## config.mk

```make
export PLATFORM = sky130hd
export DESIGN_NAME = spisc_top
export DESIGN_NICKNAME = d
export VERILOG_FILES = /design/src/spisc_pkg.sv /design/src/spisc_sync.sv /design/src/spisc_shifter.sv /design/src/spisc_top.sv
export SDC_FILE = /design/constraint.sdc
export NUM_CORES = 1
export LEC_CHECK = 0
export ABC_AREA = 1
export BUFFER_PORTS_ARGS = -buffer_cell sky130_fd_sc_hd__buf_4
export CORE_MARGIN = 5
export CORE_UTILIZATION = 26
export DETAILED_ROUTE_END_ITERATION = 8
export GPL_TIMING_DRIVEN = 1
export HOLD_SLACK_MARGIN = 0.08
export SYNTH_ARGS = -nofsm -noshare
export SYNTH_HDL_FRONTEND = slang
export SYNTH_SLANG_ARGS = --single-unit
```

## constraint.sdc

```tcl
create_clock -name pclk -period 4.8 [get_ports pclk]
set_input_delay 1.2 -clock pclk [delete_from_list [all_inputs] [get_ports pclk]]
set_output_delay 1.2 -clock pclk [all_outputs]
set_load 0.005 [all_outputs]
```

## src/spisc_pkg.sv

```systemverilog
package spisc_pkg;

    // Register byte offsets
    localparam logic [7:0] OFF_CTRL = 8'h00;
    localparam logic [7:0] OFF_STAT = 8'h04;
    localparam logic [7:0] OFF_DATA = 8'h08;
    localparam logic [7:0] OFF_PIN = 8'h0C;
    localparam logic [7:0] OFF_MASK = 8'h10;
    localparam logic [7:0] OFF_GIE = 8'h14;

    // Control register fields
    localparam int CTRL_IE = 7;
    localparam int CTRL_EN = 6;
    localparam int CTRL_BIT_ORDER_SELECT = 5;
    localparam int CTRL_MASTER_SELECT_BIT = 4;
    localparam int CTRL_CLOCK_POLARITY_SELECT = 3;
    localparam int CTRL_CLOCK_PHASE_SELECT = 2;
    localparam int CTRL_RATE = 0;

    // Status and mask fields
    localparam int STAT_TCF = 7;
    localparam int STAT_BUSY = 1;
    localparam int STAT_FAULT = 0;

    // Pin control fields
    localparam int PIN_SS_DIR = 0;
    localparam int PIN_MISO_DIR = 1;
    localparam int PIN_MOSI_DIR = 2;
    localparam int PIN_SCK_DIR = 3;
    localparam int PIN_SS_OUT = 4;

    // Reset values
    localparam logic [7:0] CTRL_RST = 8'h00;
    localparam logic [7:0] MASK_RST = 8'h81;
    localparam logic [4:0] PIN_RST = 5'h00;

    // Master clock timing: least half period of the base rate
    localparam int CLK_PERIOD_PS = 5000;
    localparam int SCK_HALF_PS = 20000;
    localparam int HALF_BASE = (SCK_HALF_PS + CLK_PERIOD_PS - 1) / CLK_PERIOD_PS;
    localparam logic [4:0] SCK_EDGES = 5'h10;
    localparam logic [2:0] BIT_LAST = 3'h7;

    typedef enum logic [1:0] {
        ST_IDLE = 2'b01,
        ST_RUN = 2'b10
    } spisc_st_e;

    typedef struct packed {
        logic o;
        logic oe;
    } spisc_pad_s;

    typedef struct packed {
        logic clock_polarity_select;
        logic clock_phase_select;
        logic bit_order_select;
    } spisc_fmt_s;

endpackage

```

## src/spisc_sync.sv

```systemverilog
`timescale 1ns/1ps
`default_nettype none
module spisc_sync (
    // Clock and reset
    input wire logic pclk,
    input wire logic presetn,
    // Asynchronous levels in, synchronised levels out
    input wire logic [3:0] async_in,
    output logic [3:0] sync_out
);
    import spisc_pkg::*;

    typedef struct packed {
        logic [3:0] meta;
        logic [3:0] sync;
    } spisc_sync_s;

    spisc_sync_s s_r;
    spisc_sync_s s_nxt;

    always_comb begin
        s_nxt.meta = async_in;
        s_nxt.sync = s_r.meta;
    end

    always_ff @(posedge pclk or negedge presetn) begin
        if (!presetn) begin
            s_r <= '{meta: 4'hF, sync: 4'hF};
        end else begin
            s_r <= s_nxt;
        end
    end

    assign sync_out = s_r.sync;
endmodule
`default_nettype wire

```

## src/spisc_shifter.sv

```systemverilog
`timescale 1ns/1ps
`default_nettype none
module spisc_shifter (
    // Clock and reset
    input wire logic pclk,
    input wire logic presetn,
    // Control
    input wire logic clr,
    input wire logic load,
    input wire logic [7:0] tx_byte,
    input wire spisc_pkg::spisc_fmt_s fmt,
    // Serial side
    input wire logic sck_lvl,
    input wire logic din,
    output logic dout,
    // Results
    output logic done,
    output logic [7:0] rx_byte
);
    import spisc_pkg::*;

    typedef struct packed {
        logic sck_q;
        logic [7:0] rxs;
        logic [2:0] smpc;
        logic [2:0] shc;
        logic [7:0] tx;
        logic [7:0] rx;
        logic done;
        logic dout;
    } spisc_shf_s;

    spisc_shf_s s_r;
    spisc_shf_s s_nxt;

    always_comb begin
        logic edge_seen;
        logic samp;
        logic shft;
        logic [7:0] nb;
        logic [2:0] k;
        edge_seen = sck_lvl != s_r.sck_q;
        samp = edge_seen && ((sck_lvl == fmt.clock_polarity_select) == fmt.clock_phase_select);
        shft = edge_seen && ((sck_lvl == fmt.clock_polarity_select) != fmt.clock_phase_select);
        k = 3'h0;
        nb = fmt.bit_order_select ? {din, s_r.rxs[7:1]} : {s_r.rxs[6:0], din};
        s_nxt = s_r;
        s_nxt.sck_q = sck_lvl;
        s_nxt.done = 1'b0;
        // The byte to send is kept even while the counters are held clear
        if (load) begin
            s_nxt.tx = tx_byte;
        end
        if (clr) begin
            // Partial byte and bit counters are dropped
            s_nxt.rxs = 8'h00;
            s_nxt.smpc = 3'h0;
            s_nxt.shc = 3'h0;
        end else begin
            if (load) begin
                s_nxt.smpc = 3'h0;
                s_nxt.shc = 3'h0;
            end
            if (samp) begin
                s_nxt.rxs = nb;
                s_nxt.smpc = s_r.smpc + 3'h1;
                if (s_r.smpc == BIT_LAST) begin
                    s_nxt.rx = nb;
                    s_nxt.done = 1'b1;
                end
            end
            if (shft) begin
                s_nxt.shc = s_r.shc + 3'h1;
            end
        end
        // Late phase shows bit n after the (n+1)th leading edge
        k = fmt.clock_phase_select ? s_nxt.shc - 3'h1 : s_nxt.shc;
        s_nxt.dout = fmt.bit_order_select ? s_nxt.tx[k] : s_nxt.tx[BIT_LAST - k];
    end

    always_ff @(posedge pclk or negedge presetn) begin
        if (!presetn) begin
            s_r <= '0;
        end else begin
            s_r <= s_nxt;
        end
    end

    assign dout = s_r.dout;
    assign done = s_r.done;
    assign rx_byte = s_r.rx;
endmodule
`default_nettype wire

```

## src/spisc_top.sv

```systemverilog
// Overview of operation
// - In slave operation the select pin is always an input whatever its direction bit says.
// - Slave with select low is active and drives MISO only when its direction bit asks.
// - Slave with select high ignores serial data; only MISO may still be an output.
// - A rising select in slave operation resets bit counters and drops the partial byte.
// - The master-select bit sets master operation, where software picks the select direction.
// - Master with select as output drives it as a plain output that does not touch the port.
// - Select driven low while master with select as input clears master-select, making MOSI and SCK inputs.
// - That forced switch sets the transfer-complete flag and may raise the interrupt.
// - Control bit 7 enables the interrupt together with the flag, its mask bit and the global enable.
// - Control bit 6 enables the port; nothing is transferred while it is zero.
// - Control bit 5 set sends the least significant bit first, clear the most significant.
`timescale 1ns/1ps
`default_nettype none
module spisc_top (
    // Clock and reset
    input wire logic pclk,
    input wire logic presetn,
    // APB slave
    input wire logic psel,
    input wire logic penable,
    input wire logic pwrite,
    input wire logic [7:0] paddr,
    input wire logic [31:0] pwdata,
    output logic [31:0] prdata,
    output logic pready,
    output logic pslverr,
    // Link pins, input side
    input wire logic sck_i,
    input wire logic mosi_i,
    input wire logic miso_i,
    input wire logic ss_i,
    // Link pins, drive side
    output var spisc_pkg::spisc_pad_s sck_pad,
    output var spisc_pkg::spisc_pad_s mosi_pad,
    output var spisc_pkg::spisc_pad_s miso_pad,
    output var spisc_pkg::spisc_pad_s ss_pad,
    // Interrupt
    output logic irq
);
    import spisc_pkg::*;

    typedef struct packed {
        logic [7:0] ctrl;
        logic tcf;
        logic fault;
        logic [7:0] mask;
        logic [4:0] pin;
        logic gie;
        logic [31:0] prdata;
        spisc_st_e st;
        logic [5:0] div;
        logic [4:0] tog;
        logic sck_gen;
    } spisc_top_s;

    spisc_top_s s_r;
    spisc_top_s s_nxt;

    logic [3:0] pins_sync;
    logic sck_s;
    logic mosi_s;
    logic miso_s;
    logic ss_s;
    logic master;
    logic en;
    logic ss_high;
    logic fault_evt;
    logic setup;
    logic wr;
    logic hit;
    logic load;
    logic clr;
    logic shf_sck;
    logic shf_din;
    logic shf_dout;
    logic shf_done;
    logic [7:0] rx_byte;
    logic [5:0] half_last;
    spisc_fmt_s fmt;

    // All link inputs pass two flip-flops first
    spisc_sync u_sync (
        .pclk(pclk),
        .presetn(presetn),
        .async_in({sck_i, mosi_i, miso_i, ss_i}),
        .sync_out(pins_sync)
    );

    assign sck_s = pins_sync[3];
    assign mosi_s = pins_sync[2];
    assign miso_s = pins_sync[1];
    assign ss_s = pins_sync[0];

    assign master = s_r.ctrl[CTRL_MASTER_SELECT_BIT];
    assign en = s_r.ctrl[CTRL_EN];
    assign ss_high = ss_s;
    assign fmt = '{clock_polarity_select: s_r.ctrl[CTRL_CLOCK_POLARITY_SELECT], clock_phase_select: s_r.ctrl[CTRL_CLOCK_PHASE_SELECT],
                   bit_order_select: s_r.ctrl[CTRL_BIT_ORDER_SELECT]};

    // Select pulled low while master with the pin as input
    assign fault_evt = en && master && !s_r.pin[PIN_SS_DIR] && !ss_s;

    // APB decode
    assign setup = psel && !penable;
    assign wr = psel && penable && pwrite;
    always_comb begin
        case (paddr)
            OFF_CTRL, OFF_STAT, OFF_DATA, OFF_PIN, OFF_MASK, OFF_GIE: hit = 1'b1;
            default: hit = 1'b0;
        endcase
    end

    // A data write while idle queues the byte; in master it also starts the clock
    assign load = wr && (paddr == OFF_DATA) && s_r.st == ST_IDLE;

    // Half period of the generated clock, scaled by the rate field
    assign half_last = 6'((HALF_BASE << s_r.ctrl[CTRL_RATE +: 2]) - 1);

    // Shifter is held clear while disabled or while a slave is deselected
    assign clr = !en || (!master && ss_high) || fault_evt;
    assign shf_sck = master ? s_r.sck_gen : sck_s;
    assign shf_din = master ? miso_s : mosi_s;

    spisc_shifter u_shf (
        .pclk(pclk),
        .presetn(presetn),
        .clr(clr),
        .load(load),
        .tx_byte(pwdata[7:0]),
        .fmt(fmt),
        .sck_lvl(shf_sck),
        .din(shf_din),
        .dout(shf_dout),
        .done(shf_done),
        .rx_byte(rx_byte)
    );

    always_comb begin
        s_nxt = s_r;

        // Read data is captured in the setup phase
        if (setup && !pwrite) begin
            case (paddr)
                OFF_CTRL: s_nxt.prdata = {24'h000000, s_r.ctrl};
                OFF_STAT: s_nxt.prdata = {24'h000000, s_r.tcf, 5'h00,
                                          s_r.st == ST_RUN, s_r.fault};
                OFF_DATA: s_nxt.prdata = {24'h000000, rx_byte};
                OFF_PIN: s_nxt.prdata = {27'h0000000, s_r.pin};
                OFF_MASK: s_nxt.prdata = {24'h000000, s_r.mask};
                OFF_GIE: s_nxt.prdata = {31'h00000000, s_r.gie};
                default: s_nxt.prdata = 32'h00000000;
            endcase
        end

        // Register writes
        if (wr) begin
            case (paddr)
                OFF_CTRL: s_nxt.ctrl = pwdata[7:0];
                OFF_STAT: begin
                    if (pwdata[STAT_TCF]) begin
                        s_nxt.tcf = 1'b0;
                    end
                    if (pwdata[STAT_FAULT]) begin
                        s_nxt.fault = 1'b0;
                    end
                end
                OFF_PIN: s_nxt.pin = pwdata[4:0];
                OFF_MASK: s_nxt.mask = pwdata[7:0];
                OFF_GIE: s_nxt.gie = pwdata[0];
                default: ;
            endcase
        end

        // Master clock sequencer
        case (s_r.st)
            ST_IDLE: begin
                s_nxt.sck_gen = s_nxt.ctrl[CTRL_CLOCK_POLARITY_SELECT];
                s_nxt.div = 6'h00;
                s_nxt.tog = 5'h00;
                if (load && master && en) begin
                    s_nxt.st = ST_RUN;
                end
            end
            ST_RUN: begin
                if (!en || !master) begin
                    s_nxt.st = ST_IDLE;
                end else if (s_r.div == half_last) begin
                    s_nxt.div = 6'h00;
                    s_nxt.sck_gen = !s_r.sck_gen;
                    s_nxt.tog = s_r.tog + 5'h01;
                    if (s_r.tog == SCK_EDGES - 5'h01) begin
                        s_nxt.st = ST_IDLE;
                    end
                end else begin
                    s_nxt.div = s_r.div + 6'h01;
                end
            end
            default: s_nxt.st = ST_IDLE;
        endcase

        // Hardware events win over a clear in the same cycle
        if (shf_done) begin
            s_nxt.tcf = 1'b1;
        end
        if (fault_evt) begin
            s_nxt.ctrl[CTRL_MASTER_SELECT_BIT] = 1'b0;
            s_nxt.tcf = 1'b1;
            s_nxt.fault = 1'b1;
            s_nxt.st = ST_IDLE;
            s_nxt.sck_gen = s_r.ctrl[CTRL_CLOCK_POLARITY_SELECT];
        end
    end

    always_ff @(posedge pclk or negedge presetn) begin
        if (!presetn) begin
            s_r <= '{ctrl: CTRL_RST, tcf: 1'b0, fault: 1'b0, mask: MASK_RST,
                     pin: PIN_RST, gie: 1'b0, prdata: 32'h00000000,
                     st: ST_IDLE, div: 6'h00, tog: 5'h00, sck_gen: 1'b0};
        end else begin
            s_r <= s_nxt;
        end
    end

    // APB answers in the access phase with no wait state
    assign prdata = s_r.prdata;
    assign pready = 1'b1;
    assign pslverr = psel && penable && !hit;

    // Pin drivers; a slave never drives SCK, MOSI or select
    assign sck_pad.o = s_r.sck_gen;
    assign sck_pad.oe = en && master && s_r.pin[PIN_SCK_DIR];
    assign mosi_pad.o = shf_dout;
    assign mosi_pad.oe = en && master && s_r.pin[PIN_MOSI_DIR];
    assign miso_pad.o = shf_dout;
    assign miso_pad.oe = en && !master && s_r.pin[PIN_MISO_DIR];
    assign ss_pad.o = s_r.pin[PIN_SS_OUT];
    assign ss_pad.oe = master && s_r.pin[PIN_SS_DIR];

    // Interrupt needs the flag, its enable, the mask and the global enable
    assign irq = s_r.gie && s_r.ctrl[CTRL_IE] && s_r.tcf
                 && (s_r.mask[STAT_TCF] || (s_r.fault && s_r.mask[STAT_FAULT]));
endmodule
`default_nettype wire

```

==> results.json, run 1 <==
{
  "grt_max_degree": 63,
  "r2r_end": "u_shf.rx_byte[7]",
  "yosysUniqueCellTypes": 48,
  "r2r-start": "master",
  "route.detailed.drc": 0,
  "h-tree-depth": 3,
  "syn_area_sq_mm": 0.00478,
  "critPathBufInv": 3,
  "cts_tree": "yes",
  "finalSetupViolations": 0,
  "slew_violations": 0,
  "ios": 92,
  "cpMaxStageDelayCell": "nor3_1",
  "tightest_slew_ns": 0.813,
  "p_sw_mw": 0.532,
  "finalHoldViolCount": 0,
  "synthMostInstantiatedCell": "nand2_1",
  "layout-drive-gt1-share_pct": 19.2,
  "grt_pass1_wl_um": 18600,
  "fp.dieH_um": 146,
  "total_power_mw": 1.77,
  "start_util_pct": 26.5,
  "avgSynthCellArea_sq_um": 8.55,
  "hold_depth": 0,
  "area_growth_pct": 13.5,
  "use_met1_pct": 14.9,
  "swShare_pct": 30.1,
  "p_comb_share_pct": 16.0,
  "place_hpwl_um": 8160,
  "worst_setup_path_end_kind": "output port",
  "drtIter0Drc": 219,
  "viasPerCell": 4.47,
  "rrSetupSlack_ns": 2.37,
  "synth_edf_count": 0,
  "yosysTopAreaCell": "dfrtp_1",
  "detail_route.wl_per_cell_um": 13.3,
  "die_x_um": 146,
  "hold_start": "u_sync.s_nxt[1]",
  "track_usage_pct": 10.7,
  "cts_buffers": 9,
  "skew_ns": 0.0109,
  "place_congestion": 0.823,
  "use_met3_pct": 3.08,
  "setup-tns-final_ns": 0,
  "crit_type": "in -> out",
  "synth.top_cell.area_share_pct": 39.8,
  "dr_total_vias": 3679,
  "place_ws_ns": 1.16,
  "max_slew_margin_pct": 45.8,
  "pwr-share-seq_pct": 45.4,
  "critPathMaxFanout": 5,
  "outcome": "finished clean",
  "ys_seq_area_share_pct": 45.8,
  "diodes": 0,
  "ys_top_cells_by_count": "nand2_1, dfrtp_1, inv_1, o21ai_0, buf_4",
  "first_pass_iters": 4,
  "rsz0062_at_grt": "no",
  "crit_family": "simple AND/OR/NAND/NOR gates",
  "clk_latency_ns": 0.35,
  "maxCapViolations": 0,
  "antenna_found_initial": 0,
  "synth_flop_cell": "dfrtp_1",
  "cp.arrival_ns": 2.44,
  "cts_root_buf": "clkbuf_16",
  "busiest_layer": "met2",
  "synthTopCellsByArea": "dfrtp_1, nand2_1, dfstp_2",
  "nNetsFinal": 646,
  "ys_seq_elements": 87,
  "syn_inst": 559,
  "grt_pass1_vias": 3547,
  "powerDensity_mw_per_mm2": 326,
  "holdBufCountCts": 0,
  "vdd_drop_max_v": 0.000143,
  "slowest_delay_ns": 0.25,
  "coreArea_sq_mm": 0.0180,
  "clock-sinks": 87,
  "ant_nets": 0,
  "min_path_type": "reg -> reg",
  "cts-resized-gates": 0,
  "p_leak_nw": 2.49,
  "ys_warn_count": 0,
  "timing.final.ws_setup_ns": 1.16,
  "synthArstFlopShare_pct": 100,
  "overflow": 0,
  "ff2ff_path_depth": 9,
  "dieArea_sq_mm": 0.0212,
  "clockPowerShare_pct": 38.6,
  "min_to": "u_sync.sync_out[1]",
  "min_period_ns": 3.64,
  "required_ns": 3.60,
  "period_share_pct": 75.9,
  "cts_setup_buffers": 0,
  "cts.path.max_buffers": 2,
  "clock.fmax_mhz": 274,
  "numPortBuffers": 42,
  "num_rows": 49,
  "use_met2_pct": 16.1,
  "start_kind": "primary input",
  "wl_um": 11000,
  "crit_chain": "buf_4 -> nor2_2 -> inv_1 -> nor3_1 -> nand3_1 -> nand3_1 -> nor4_1 -> buf_4",
  "clkTransAtPathRegs_ns": 0.07,
  "intPower_mw": 1.24
}
worst max path at each step:
stage	from	endpoint	cells past startpoint	slack (ns)
after floorplan	paddr[1]	pslverr	6	1.63
final	paddr[1]	pslverr	8	1.16
after global routing	paddr[1]	pslverr	8	0.99
after global placement	paddr[1]	pslverr	8	1.18
after CTS	paddr[1]	pslverr	8	1.16
after detailed placement	paddr[1]	pslverr	8	1.16
metal layers:
layer	up-vias	routed length, um
met5	-	0
met4	0	134
met3	12	517
met2	88	4830
met1	1732	5480
li1	1847	-
cells by family after synthesis:
logic type      after synthesis  synth area share (%)
buf+inv                     123                  13.3
other cells                   2                 0.157
simple gates                222                  24.0
xor+xnor                      3                 0.550
fa+ha+maj                     8                  2.09
flops                        87                  45.8
compound gates              114                  14.0
power groups by stage:
| stage | combinational, mW | sequential (mW) | clock (mW) |
|---|---|---|---|
| CTS | 0.285 | 0.804 | 0.702 |
| global placement | 0.281 | 0.817 | 0 |
| detailed placement | 0.284 | 0.817 | 0 |
| finish | 0.283 | 0.804 | 0.683 |
| global route | 0.326 | 0.810 | 0.733 |
| floorplan | 0.215 | 0.809 | 0 |
layout make-up:
| class | count | area (sq um) |
|---|---|---|
| timing repair buffer | 44 | 330 |
| fill | 1918 | 12600 |
| clock buffer | 10 | 239 |
| clock inverter | 6 | 47.5 |
| sequential | 87 | 2190 |
| tap | 229 | 287 |
| inverter | 75 | 292 |
| multi-input combinational | 372 | 2040 |
per-stage QoR:
step / cell area (sq um) / utilization (%) / cells / hold WS (ns)
finish: 5420 / 30.1 / 823 / 0.356
global route: 5420 / 30.1 / 823 / 0.362
CTS: 5420 / 30.1 / 823 / 0.357
detailed placement: 5140 / 28.5 / 807 / 0.347
global placement: 5140 / 28.5 / 807 / 0.347
floorplan: 4870 / - / 582 / 0.345
flip-flops by register name, indices dropped and copies added, names as in the netlist:
signal / flops
en: 1
u_shf.done: 1
u_shf.rx_byte: 8
ss_pad: 1
u_sync.sync_out: 4
sck_pad: 1
fmt: 3
u_shf.s_r: 23
s_r: 31
u_shf.dout: 1
master: 1
prdata: 8
u_sync.s_nxt: 4
cells in the final DEF (no fill, tap or decap), types with 4 or more instances in the layout:
cell,netlist,final
nand3_4,4,4
nand3b_1,4,4
nand4_1,6,6
conb_1,2,25
o22ai_1,15,15
a21oi_1,13,13
nand2_2,10,10
inv_1,65,65
buf_4,38,44
clkbuf_16,0,9
nand3_1,29,29
dfstp_2,11,11
dfrtp_1,76,76
nand2_1,121,121
inv_6,1,4
o31ai_1,6,6
nand2_4,7,7
nor3_1,5,5
ha_1,8,8
nor2_1,20,20
inv_2,6,6
o21ai_0,57,57
a221oi_1,6,6
(Power assumes the default switching activity.)
==> run 2: changes to the inputs <==
- clock period: 4.8 -> 3.16 ns (I/O delays scaled with it)
==> results.json, run 2 (synthesis results as in run 1) <==
{
  "outcome": "finished clean",
  "area_growth_pct": 15.2,
  "grt_pass1_wl_um": 18600,
  "start_kind": "primary input",
  "h-tree-depth": 3,
  "mostFrequentLayoutCell": "nand2_1",
  "crit_type": "in -> out",
  "min_period_ns": 2.77,
  "powerDensity_mw_per_mm2": 513,
  "timing.final.ws_setup_ns": 0.387,
  "critPathMaxFanout": 5,
  "cts.path.max_buffers": 2,
  "maxCapViolations": 0,
  "detail_route.wl_per_cell_um": 13.5,
  "finalSetupViolations": 0,
  "cts-resized-gates": 0,
  "holdBufCountCts": 0,
  "antenna_found_initial": 0,
  "num_rows": 49,
  "cp.arrival_ns": 1.98,
  "place_ws_ns": 0.398,
  "rsz0062_at_grt": "no",
  "layout-drive-gt1-share_pct": 19.4,
  "clock.fmax_mhz": 361,
  "max_slew_margin_pct": 59.8,
  "worst_setup_path_end_kind": "output port",
  "track_usage_pct": 10.8,
  "largest-register": "s_r",
  "die_x_um": 146,
  "finalHoldViolCount": 0,
  "place_hpwl_um": 8410,
  "largest_reg_flops": 31,
  "overflow": 0,
  "ant_nets": 0,
  "nNetsFinal": 650,
  "skew_ns": 0.00748,
  "place_congestion": 0.795,
  "clk_latency_ns": 0.35,
  "cts_tree": "yes",
  "dr_total_vias": 3668,
  "tightest_slew_ns": 0.603,
  "min_path_type": "reg -> reg",
  "vdd_drop_max_v": 0.000243,
  "numPortBuffers": 42,
  "grt_pass1_vias": 3680,
  "cts_root_buf": "clkbuf_16",
  "diodes": 0,
  "mostFrequentLayoutCells": "nand2_1, dfrtp_1, inv_1",
  "top_regs": "s_r (31), u_shf.s_r (23)",
  "start_util_pct": 26.5,
  "fill_cells": 1887,
  "required_ns": 2.37,
  "route.detailed.drc": 0,
  "first_pass_iters": 4,
  "setup-tns-final_ns": 0,
  "period_share_pct": 87.7,
  "drtIter0Drc": 238,
  "p_leak_nw": 2.53,
  "ios": 92,
  "total_power_mw": 2.82,
  "coreArea_sq_mm": 0.0180,
  "cts_buffers": 9,
  "cts_setup_buffers": 0,
  "viasPerCell": 4.44,
  "slew_violations": 0,
  "grt_max_degree": 45,
  "dieArea_sq_mm": 0.0212,
  "fp.dieH_um": 146,
  "clock-sinks": 87,
  "wl_um": 11200,
  "clkTransAtPathRegs_ns": 0.06
}
[run 2: path summary, 6_finish.rpt]
check / to / slack [ns] / depth (start not counted) / start
min in group asynchronous: fmt[2] / 0.45 / 1 / presetn
worst min-delay path: u_sync.sync_out[0] / 0.36 / 0 / u_sync.s_nxt[0]
worst min register to register: u_sync.sync_out[0] / 0.36 / 0 / u_sync.s_nxt[0]
worst max-delay path: pslverr / 0.39 / 8 / paddr[1]
max in group asynchronous: s_r[52] / 1.98 / 2 / presetn
worst max register to register: u_shf.rx_byte[3] / 0.76 / 9 / master
[run 2: critical path, stage by stage]
cell and delay [ns]:
buf_4 0.11, nor2_2 0.18, inv_1 0.10, nor3_1 0.24, nand3_1 0.24, nand3_1 0.13
nor4_1 0.06, buf_4 0.13
[run 2: layout make-up]
type / count / area [sq um] / share of cell area (%)
Tap cell: 229 / 287 / 5.20
Clock buffer: 13 / 260 / 4.73
Timing Repair Buffer: 48 / 373 / 6.77
Multi-Input combinational cell: 372 / 2040 / 37.0
Clock inverter: 3 / 65.1 / 1.18
Sequential cell: 87 / 2190 / 39.8
Inverter: 75 / 292 / 5.30
[run 2: power by group]
| group | leakage (nW) | switching (mW) | internal (mW) | total (mW) |
|---|---|---|---|---|
| combinational | 1.21 | 0.287 | 0.139 | 0.426 |
| clock | 0.160 | 0.437 | 0.735 | 1.17 |
| sequential | 1.16 | 0.0463 | 1.18 | 1.22 |
[run 2: per-stage QoR]
stage	hold WS [ns]	instances	area [sq um]	util (%)
2_1_floorplan	0.345	582	4870	-
3_3_place_gp	0.347	811	5180	28.7
3_5_place_dp	0.348	811	5180	28.7
4_1_cts	0.356	827	5510	30.5
5_1_grt	0.357	827	5510	30.5
6_report	0.356	827	5510	30.5
[run 2: per-layer routing]
metal  vias to the layer above  GRT usage, %  part of all wire, %
li1                       1856             -                    -
met1                      1719          14.6                   49
met2                        77          16.5                   44
met3                        16          2.24                  4.2
met4                         0          4.99                  2.2
met5                         -             0                    0
==> run 3: changes to the inputs <==
- CORE_ASPECT_RATIO: unset -> 0.7
- PLACE_DENSITY: unset -> 0.5
- SLEW_MARGIN: unset -> 15
==> results.json, run 3 (synthesis results as in run 1) <==
{
  "outcome": "finished clean",
  "cts_root_buf": "clkbuf_16",
  "clock-sinks": 87,
  "drtIter0Drc": 242,
  "grt_pass1_vias": 3620,
  "ant_nets": 0,
  "total_power_mw": 2.70,
  "design_area_sq_mm": 0.00548,
  "mostFrequentLayoutCells": "nand2_1, dfrtp_1, inv_1",
  "route.detailed.drc": 0,
  "grt_max_degree": 45,
  "place_congestion": 0.835,
  "worst_setup_path_end_kind": "output port",
  "start_kind": "primary input",
  "largest_reg_flops": 31,
  "clkTransAtPathRegs_ns": 0.06,
  "tightest_slew_ns": 0.591,
  "crit_family": "simple AND/OR/NAND/NOR gates",
  "grt_pass1_wl_um": 19300,
  "num_rows": 41,
  "final_core_util_pct": 30.3,
  "p_leak_nw": 2.50,
  "critPathBufInv": 3,
  "ff_latch_area_sq_mm": 0.00219,
  "clock.fmax_mhz": 347,
  "largest-register": "s_r",
  "critPathMaxFanout": 5,
  "h-tree-depth": 3,
  "ios": 92,
  "cts_setup_buffers": 0,
  "setup-tns-final_ns": 0,
  "required_ns": 2.37,
  "cts-resized-gates": 0,
  "die_x_um": 172,
  "period_share_pct": 91.1,
  "top_regs": "s_r (31), u_shf.s_r (23)",
  "wl_um": 11900,
  "place_hpwl_um": 9260,
  "cts_tree": "yes",
  "max_slew_margin_pct": 60.6,
  "fp.dieH_um": 123,
  "min_path_type": "reg -> reg",
  "maxCapViolations": 0,
  "vdd_drop_max_v": 0.000238,
  "slowest_delay_ns": 0.32,
  "antenna_found_initial": 0,
  "finalSetupViolations": 0,
  "cpMaxStageDelayCell": "nor3_1",
  "coreArea_sq_mm": 0.0181,
  "fill_cells": 1911,
  "clk_latency_ns": 0.34,
  "placed_cell_area_sq_mm": 0.00519,
  "min_period_ns": 2.88,
  "crit_type": "in -> out",
  "track_usage_pct": 11.8,
  "skew_ns": 0.0122,
  "viasPerCell": 4.54,
  "numPortBuffers": 42,
  "cp.arrival_ns": 2.09,
  "first_pass_iters": 4,
  "nNetsFinal": 650,
  "cts_buffers": 9,
  "dieArea_sq_mm": 0.0212,
  "detail_route.wl_per_cell_um": 14.3,
  "finalHoldViolCount": 0,
  "rsz0062_at_grt": "no",
  "cts.path.max_buffers": 2,
  "overflow": 0,
  "dr_total_vias": 3785,
  "multi_input_area_sq_mm": 0.00204,
  "area_growth_pct": 14.5,
  "diodes": 0,
  "mostFrequentLayoutCell": "nand2_1",
  "crit_chain": "buf_4 -> nor2_2 -> inv_1 -> nor3_1 -> nand3_1 -> nand3_1 -> nor4_1 -> buf_4",
  "timing.hold.ws_ns": 0.357,
  "start_util_pct": 26.5,
  "slew_violations": 0,
  "powerDensity_mw_per_mm2": 493,
  "holdBufCountCts": 0,
  "layout-drive-gt1-share_pct": 19.7
}
run 3: cell types whose count changed in the layout (fill, tap and decap cells not counted), sizes merged:
cell / change
inv: +4
bufinv: -2
clkinvlp: +2
clkbuf: -4
run 3: area by class of cell:
class	instances	share of cell area [%]
timing repair buffer	48	6.81
clock buffer	9	4.11
clock inverter	7	1.12
sequential	87	40.0
inverter	75	5.32
multi-input combinational	372	37.2
tap	236	5.39
run 3: worst reg2reg max path: stages (launching register included):
cell and delay (ns):
dfrtp_1 0.69, nand2_2 0.12, nand2_4 0.12, nand2_2 0.05, nand2_2 0.13, nand2_1 0.31
inv_1 0.19, nand2_1 0.24, nor2_1 0.47, o22ai_1 0.13
run 3: per-stage QoR:
stage / setup WS, ns / std cells
global placement: 0.423 / 818
CTS: 0.354 / 834
floorplan: 0.809 / 582
detailed placement: 0.362 / 818
global route: 0.179 / 834
finish: 0.280 / 834
run 3: worst paths after layout:
kind | start | end | slack, ns | depth (start not counted)
max in group asynchronous | presetn | s_r[59] | 2.05 | 2
max | paddr[1] | pslverr | 0.28 | 8
min reg2reg | u_sync.s_nxt[3] | u_sync.sync_out[3] | 0.36 | 0
max reg2reg | master | u_shf.rx_byte[1] | 0.58 | 9
min | u_sync.s_nxt[3] | u_sync.sync_out[3] | 0.36 | 0
min in group asynchronous | presetn | u_shf.s_r[18] | 0.46 | 1
run 3: routing by layer:
metal | share of wire, % | track usage (%)
met5 | 0 | 0
met4 | 0.69 | 3.39
met3 | 6.2 | 2.94
met2 | 42 | 16.5
met1 | 51 | 17.9
run 3: power breakdown:
| group | internal, mW | switching, mW | leakage, nW |
|---|---|---|---|
| clock network | 0.548 | 0.476 | 0.135 |
| logic | 0.141 | 0.310 | 1.21 |
| registers | 1.18 | 0.0460 | 1.16 |
